===== src/common/sample_status_pkg.sv =====
package sample_status_pkg;
	// register addresses on the register access port
	localparam logic [7:0] ADDR_STATUS_ALIAS     = 8'h00;
	localparam logic [7:0] ADDR_FIFO_DATA        = 8'h01;
	localparam logic [7:0] ADDR_PRESSURE_HIGH    = 8'h01;
	localparam logic [7:0] ADDR_TEMPERATURE_HIGH = 8'h04;
	localparam logic [7:0] ADDR_SAMPLE_STATUS    = 8'h06;

	// fifo mode field values
	localparam logic [1:0] FIFO_MODE_OFF = 2'h0;

	// status byte bit positions
	localparam int BIT_ANY_OW  = 7;
	localparam int BIT_PRES_OW = 6;
	localparam int BIT_TEMP_OW = 5;
	localparam int BIT_RSVD_HI = 4;
	localparam int BIT_ANY_RDY = 3;
	localparam int BIT_PRES_RDY = 2;
	localparam int BIT_TEMP_RDY = 1;
	localparam int BIT_RSVD_LO = 0;

	// flag vector indices and count
	localparam int FLAG_COUNT    = 6;
	localparam int IDX_TEMP_RDY  = 0;
	localparam int IDX_PRES_RDY  = 1;
	localparam int IDX_ANY_RDY   = 2;
	localparam int IDX_TEMP_OW   = 3;
	localparam int IDX_PRES_OW   = 4;
	localparam int IDX_ANY_OW    = 5;

	// reset values
	localparam logic [7:0] STATUS_RESET = 8'h00;
	localparam logic [7:0] RDATA_RESET  = 8'h00;
	localparam logic [7:0] RDATA_UNMAPPED = 8'h00;
	localparam logic       FLAG_RESET   = 1'b0;
endpackage


===== src/logic/flag_cell.sv =====
`timescale 1ns/1ps
// sticky flag: set wins over clear in the same cycle
module flag_cell (
	input  wire logic mclk,
	input  wire logic reset,
	input  wire logic set,
	input  wire logic clear,
	output logic      flag
);
	logic flag_ff;
	logic nxt_flag;

	// next value: set beats clear
	assign nxt_flag = set | (flag_ff & ~clear);
	assign flag     = flag_ff;

	// flag storage
	always_ff @(posedge mclk or posedge reset) begin
		if (reset) begin
			flag_ff <= sample_status_pkg::FLAG_RESET;
		end else begin
			flag_ff <= nxt_flag;
		end
	end
endmodule


===== src/logic/sample_status_flags.sv =====
`timescale 1ns/1ps
// Function
// - status byte reads at its own address and at alias address zero
// - with fifo mode zero the status tracks each sample register update
// - bit 7 sets when either channel completes while bit 3 is still set
// - bit 7 clears on read of pressure or temperature high byte
// - bit 6 sets when pressure completes before previous pressure was retrieved
// - bit 6 clears on read of pressure high byte
// - bit 5 sets when temperature completes before previous temperature retrieved
// - bit 5 clears on read of temperature high byte
// - bit 3 sets when either channel has a new acquisition
// - bit 3 clears on read of either high byte
// - bit 2 sets on every completed pressure acquisition while pressure event enable is one
// - bit 2 clears on read of pressure high byte
// - bit 1 sets on temperature completion, clears on temperature high read
// - with fifo mode nonzero all flags clear on fifo data port read
// - pressure flags only generated while pressure event enable is one
// - temperature flags only generated while temperature event enable is one
// - combined flags only generated while data ready event enable is set
// - address zero returns sample status in mode zero, fifo status otherwise
module sample_status_flags (
	input  wire logic       mclk,
	input  wire logic       reset,
	input  wire logic       pressure_done,
	input  wire logic       temperature_done,
	input  wire logic       pressure_event_flag_enable,
	input  wire logic       temperature_event_flag_enable,
	input  wire logic       data_ready_event_enable,
	input  wire logic [1:0] fifo_mode,
	input  wire logic [7:0] fifo_status,
	input  wire logic       reg_rd,
	input  wire logic [7:0] reg_addr,
	output logic      [7:0] reg_rdata,
	output logic            reg_rvalid,
	output logic            reg_hit,
	output logic      [7:0] sample_status
);
	// decoded read strobes
	logic       fifo_off;
	logic       rd_pres_high;
	logic       rd_temp_high;
	logic       rd_fifo_data;
	logic       rd_alias;
	logic       rd_status;
	logic       addr_mapped;

	// event qualification
	logic       pres_evt;
	logic       temp_evt;
	logic       pres_clr;
	logic       temp_clr;
	logic       any_clr;
	logic       pres_ow_evt;
	logic       temp_ow_evt;

	// flag vector and its controls
	logic [sample_status_pkg::FLAG_COUNT-1:0] flag_set;
	logic [sample_status_pkg::FLAG_COUNT-1:0] flag_clr;
	logic [sample_status_pkg::FLAG_COUNT-1:0] flags;
	logic [7:0] status_byte;

	// read path
	logic [7:0] nxt_rdata;
	logic       nxt_hit;
	logic [7:0] rdata_ff;
	logic       rvalid_ff;
	logic       hit_ff;
	logic [7:0] status_ff;

	// address decode of host reads
	assign fifo_off     = (fifo_mode == sample_status_pkg::FIFO_MODE_OFF);
	assign rd_pres_high = reg_rd & fifo_off & (reg_addr == sample_status_pkg::ADDR_PRESSURE_HIGH);
	assign rd_temp_high = reg_rd & fifo_off & (reg_addr == sample_status_pkg::ADDR_TEMPERATURE_HIGH);
	assign rd_fifo_data = reg_rd & ~fifo_off & (reg_addr == sample_status_pkg::ADDR_FIFO_DATA);
	assign rd_alias     = (reg_addr == sample_status_pkg::ADDR_STATUS_ALIAS);
	assign rd_status    = (reg_addr == sample_status_pkg::ADDR_SAMPLE_STATUS);
	assign addr_mapped  = rd_alias | rd_status;

	assign pres_evt = pressure_done & pressure_event_flag_enable;
	assign temp_evt = temperature_done & temperature_event_flag_enable;

	assign pres_clr = rd_pres_high | rd_fifo_data;
	assign temp_clr = rd_temp_high | rd_fifo_data;
	assign any_clr  = rd_pres_high | rd_temp_high | rd_fifo_data;

	assign pres_ow_evt = pres_evt & flags[sample_status_pkg::IDX_PRES_RDY] & ~pres_clr;
	assign temp_ow_evt = temp_evt & flags[sample_status_pkg::IDX_TEMP_RDY] & ~temp_clr;

	assign flag_set[sample_status_pkg::IDX_PRES_RDY] = pres_evt;
	assign flag_set[sample_status_pkg::IDX_TEMP_RDY] = temp_evt;
	assign flag_set[sample_status_pkg::IDX_ANY_RDY]  = data_ready_event_enable & (pressure_done | temperature_done);
	assign flag_set[sample_status_pkg::IDX_PRES_OW]  = pres_ow_evt;
	assign flag_set[sample_status_pkg::IDX_TEMP_OW]  = temp_ow_evt;
	assign flag_set[sample_status_pkg::IDX_ANY_OW]   = data_ready_event_enable & flags[sample_status_pkg::IDX_ANY_RDY]
		& (pressure_done | temperature_done) & ~any_clr;

	assign flag_clr[sample_status_pkg::IDX_PRES_RDY] = pres_clr;
	assign flag_clr[sample_status_pkg::IDX_PRES_OW]  = pres_clr;
	assign flag_clr[sample_status_pkg::IDX_TEMP_RDY] = temp_clr;
	assign flag_clr[sample_status_pkg::IDX_TEMP_OW]  = temp_clr;
	assign flag_clr[sample_status_pkg::IDX_ANY_RDY]  = any_clr;
	assign flag_clr[sample_status_pkg::IDX_ANY_OW]   = any_clr;

	// one sticky cell per flag
	genvar gi;
	generate
		for (gi = 0; gi < sample_status_pkg::FLAG_COUNT; gi = gi + 1) begin : g_flag
			flag_cell u_flag (
				.mclk  (mclk),
				.reset (reset),
				.set   (flag_set[gi]),
				.clear (flag_clr[gi]),
				.flag  (flags[gi])
			);
		end
	endgenerate

	assign status_byte[sample_status_pkg::BIT_ANY_OW]   = flags[sample_status_pkg::IDX_ANY_OW];
	assign status_byte[sample_status_pkg::BIT_PRES_OW]  = flags[sample_status_pkg::IDX_PRES_OW];
	assign status_byte[sample_status_pkg::BIT_TEMP_OW]  = flags[sample_status_pkg::IDX_TEMP_OW];
	assign status_byte[sample_status_pkg::BIT_RSVD_HI]  = 1'b0;
	assign status_byte[sample_status_pkg::BIT_ANY_RDY]  = flags[sample_status_pkg::IDX_ANY_RDY];
	assign status_byte[sample_status_pkg::BIT_PRES_RDY] = flags[sample_status_pkg::IDX_PRES_RDY];
	assign status_byte[sample_status_pkg::BIT_TEMP_RDY] = flags[sample_status_pkg::IDX_TEMP_RDY];
	assign status_byte[sample_status_pkg::BIT_RSVD_LO]  = 1'b0;

	// status at own address and alias
	assign nxt_rdata = rd_status ? status_byte :
		rd_alias ? (fifo_off ? status_byte : fifo_status) : sample_status_pkg::RDATA_UNMAPPED;
	assign nxt_hit   = addr_mapped;

	// read data register, one cycle after the strobe
	always_ff @(posedge mclk or posedge reset) begin
		if (reset) begin
			rdata_ff  <= sample_status_pkg::RDATA_RESET;
			rvalid_ff <= 1'b0;
			hit_ff    <= 1'b0;
		end else begin
			rvalid_ff <= reg_rd;
			if (reg_rd) begin
				rdata_ff <= nxt_rdata;
				hit_ff   <= nxt_hit;
			end
		end
	end

	// live status image for the sample side
	always_ff @(posedge mclk or posedge reset) begin
		if (reset) begin
			status_ff <= sample_status_pkg::STATUS_RESET;
		end else begin
			status_ff <= status_byte;
		end
	end

	assign reg_rdata     = rdata_ff;
	assign reg_rvalid    = rvalid_ff;
	assign reg_hit       = hit_ff;
	assign sample_status = status_ff;
endmodule


===== config.mk =====
export PLATFORM = sky130hd
export DESIGN_NAME = sample_status_flags
export DESIGN_NICKNAME = d
export VERILOG_FILES = /design/src/common/sample_status_pkg.sv /design/src/logic/flag_cell.sv /design/src/logic/sample_status_flags.sv
export SDC_FILE = /design/constraint.sdc
export NUM_CORES = 1
export LEC_CHECK = 0
export BUFFER_PORTS_ARGS = -buffer_cell sky130_fd_sc_hd__buf_2
export CELL_PAD_IN_SITES_DETAIL_PLACEMENT = 1
export CELL_PAD_IN_SITES_GLOBAL_PLACEMENT = 1
export CORE_MARGIN = 10
export CORE_UTILIZATION = 33
export CTS_CLUSTER_DIAMETER = 50
export CTS_CLUSTER_SIZE = 12
export DETAILED_ROUTE_END_ITERATION = 8
export PLACE_DENSITY = 0.86
export REMOVE_ABC_BUFFERS = 1
export SYNTH_ARGS = -nofsm -noshare
export SYNTH_HDL_FRONTEND = slang
export SYNTH_SLANG_ARGS = --single-unit

===== constraint.sdc =====
create_clock -name mclk -period 1 [get_ports mclk]
set_input_delay 0.1 -clock mclk [delete_from_list [all_inputs] [get_ports mclk]]
set_output_delay 0.1 -clock mclk [all_outputs]
set_load 0.01 [all_outputs]

==> results.txt <==
* Final Hold Violating Endpoints: 1
- Number of enable flip-flop cells after synthesis: 0
- Static timing analysis puts the maximum clock frequency at ~1000 MHz.
* Summed negative setup slack over all endpoints: 0 ns
- Residual DRC: 0
* Cell leakage power: 0.726 nW
- Reg-to-reg startpoint: reg_rdata[4]
- Overall power consumption: about 0.0016 W
- Via total after detailed routing: 827
* Vert. Die Dim: 72.6 µm
- Fill cells: 311
- Worst path depth: 1
* CP Capture Type: output pin
- Cell row count: 19
* Switching power of the nets: 0.000412 W
- Final Setup Violations: 0
- Yosys cell types: 25
- Buffers inserted during clock tree synthesis total 3.
- In this run the tool buffered the top-level ports with a little over 40 buffer cells.
* Comb power frac: about 14%
* Leading cell types by count after synthesis: dfrtp_1 (22), mux2i_1 (6), o2bb2ai_1 (6)
- Worst EP arrival: around 0.90 ns
- Share of the clock period used by the worst path: 99.6%
- Category of the critical setup timing path: register to output pin
- Critical path, cell by cell: buf_6
- Hold WS: -0.00690 ns
- In this run the deepest clock path goes through 2 buffers.
* Antenna diode count: 0
- Clock transition at the registers of the reported paths: 0.13 ns
* Number of cells on the worst hold path: 2
- For this design the ratio of total power to cell area is 1110 nW/µm².
- Between clock sinks in the finished design, the worst skew comes to 0.00417 ns.
- Power share of the sequential group: between 50% and 60%
- The detail route stage leaves a number of antenna-violating nets equal to 0.
- Relative area change from synthesis to final layout: 61.9%
* Final global-route overflow total: 0
* Startpoint class of the critical path: register
- Measured in cells, the most critical reg-to-reg path has a length of 2.
- The synthesized design contains 22 register bits.
* Part of the total power dissipated in the clock network: about 31%
- Maximum number of pins on one net before global-route repair: 23
* Fraction of layout instances using a drive strength above 1: 58.4%
* Number of clock sinks: 22
* Category of cells accounting for the largest share of critical-path delay: flip-flops
* Worst flop-to-flop path endpoint: reg_rdata[4]
- Sequential cell area fraction in the yosys report: 60.3%
- Vias per cell: about 4.9
- I/O pin count: 44
- The first global-routing pass estimated 4980 µm of wire.
- Status: finished with violations
- Of all flip-flops after synthesis, the portion carrying an async set or reset was 100%.
* Most numerous cell in the Yosys netlist: dfrtp_1
- After the first detailed-routing iteration, the DRC count stood at 75.
* DP Wirelength: 2260 µm
* Area of the die: ~5300 µm²
- CTS Root Cell: clkbuf_4
* Crit path capture: reg_rdata[4]
- The biggest area contributor in the post-synthesis netlist is dfrtp_1.
- The internal power of the cells totals 0.00123 W.
- Critical path launch point: reg_rdata[4]
- The path class of the tightest hold or removal check is input port to register.
- Synthesis produced a netlist whose cell count is 72.
- The initial antenna violation count was 0.
* Clock H-tree levels: 1
- Max Cap Violations: 0
* Synthesis warning total: 0
* Biggest fanout along the worst timing path: 2
- Peak per-stage delay on the critical path: 0.43 ns
- Unrepaired setup endpoints after global routing: yes
- In the synthesized netlist the dominant register cell turns out to be dfrtp_1.
- Number of global-route vias before repair: 937
* Combined buffer and inverter count along the critical path: 1
- Routability-driven placement finished with a final weighted congestion of 0.711.
* Minimum clock period: 0.996 ns
- The floorplan step set the die width to 72.6 µm.
- In this run the biggest area consumer among cell types represents 60.3% of the synthesized area.
- In the global route stage, overall resource usage came out at 11.9%.
- Across the VDD grid, the largest voltage drop is 0.000910 V.
- Detail-routed net length per standard cell: ~20 µm
- TritonCTS clock tree: done
- Summing every instance area after synthesis gives 913 µm².
- At the worst endpoint, the required time is approximately 0.9 ns.
- In this run the register-to-register setup slack is approximately 0.10 ns.
* Total iterations of the first detailed-routing run: 4
- In the final design database the tool counted around 160 nets.
- Standard cell core area: 2710 µm²
- For this configuration, the core starts out at a cell density of between 30% and 40%.
* Count of final max-slew check failures: 0
- In this run the mean area of a mapped cell was 12.7 µm².
- On the critical path, the stage with the largest delay is an instance of dfrtp_1.
- Failing checks: hold timing
- Final WL: 3380 µm
- Largest cells by area after synthesis: dfrtp_1 (60%), mux2i_1 (6.6%), o2bb2ai_1 (5.8%)
- Clock Latency Late Sink: around 0.33 ns
- Proportion of total power due to net switching: approximately 25%
[sequential cells by signal, summed over array words and instances (netlist names)]
name / count
g_flag.u_flag.flag: 6
reg_hit: 1
reg_rvalid: 1
reg_rdata: 8
sample_status: 6
[final cells by class]
class	instances	area (µm²)	area share [%]
clock buffer	4	36.3	2.45
inverter	4	15.0	1.02
multi-input combinational	44	428	28.9
sequential	22	551	37.2
tap	31	38.8	2.62
timing repair buffer	63	410	27.7
[cells by family (layout without fill, tap and decap cells)]
| kind of cell | count (synthesis) | in the layout | share of synthesized area (%) |
|---|---|---|---|
| AO/OA/AOI/OAI | 19 | 19 | 17.3 |
| XOR/XNOR | 1 | 1 | 0.959 |
| buffers and inverters | 7 | 71 | 3.83 |
| flip-flops | 22 | 22 | 60.3 |
| multiplexers | 6 | 6 | 6.58 |
| other | 1 | 2 | 0.411 |
| AND/OR/NAND/NOR | 16 | 16 | 10.7 |
[worst min-delay path by stage]
| stage | startpoint | slack [ns] | to |
|---|---|---|---|
| final | fifo_status[4] | -0.007 | reg_rdata[4] |
| after global routing | fifo_status[4] | -0.001 | reg_rdata[4] |
| after CTS | fifo_status[4] | 0.0004 | reg_rdata[4] |
| after detailed placement | reset | 0.15 | reg_rdata[7] |
| after global placement | reset | 0.14 | reg_rvalid |
| after floorplan | reset | 0.09 | g_flag[0].u_flag.flag |
[cell usage in the layout, fill, tap and decap left out, types with 2 or more instances in the layout]
cell            n
dfrtp_1        22
buf_4          18
and3_1          2
inv_1           4
o2bb2ai_2       4
o21a_1          2
buf_2          37
or3_4           2
clkbuf_4        3
dlygate4sd3_1   3
a22o_1          4
conb_1          2
nor2_1          3
nor4b_4         2
buf_6           4
mux2i_1         5
o21ai_0         2
[repair_timing]
action,CTS,global route
endpoints found under the hold margin,24,0
hold buffers,3,0
setup buffers,5,7
gates resized for setup,5,21
pin swaps,4,4
setup endpoints to repair,9,20
[power by group through the flow]
stage	registers [W]	clock network, W	logic [W]
2_1_floorplan	0.000920	0	0.0000666
3_3_place_gp	0.000917	0	0.000165
3_5_place_dp	0.000918	0	0.000176
4_1_cts	0.000901	0.000526	0.000195
5_1_grt	0.000902	0.000558	0.000250
6_report	0.000900	0.000514	0.000228
[per-layer routing]
layer | vias to the layer above | track usage [%] | wire [µm]
met1 | 411 | 12.1 | 1280
met5 | - | 0 | 0
met3 | 6 | 3.54 | 168
met4 | 0 | 3.16 | 64
met2 | 26 | 22.5 | 1870
li1 | 384 | - | -
[stage by stage]
stage	cell area (µm²)	utilization, %	instances	setup WS (ns)
floorplan	897	-	70	-0.122
global placement	1190	44.0	149	-0.363
detailed placement	1190	44.0	149	-0.438
CTS	1330	49.0	161	-0.0102
global route	1480	54.6	168	-0.0447
finish	1480	54.6	168	0.00435
No activity file was read; power rests on OpenSTA's default activity.
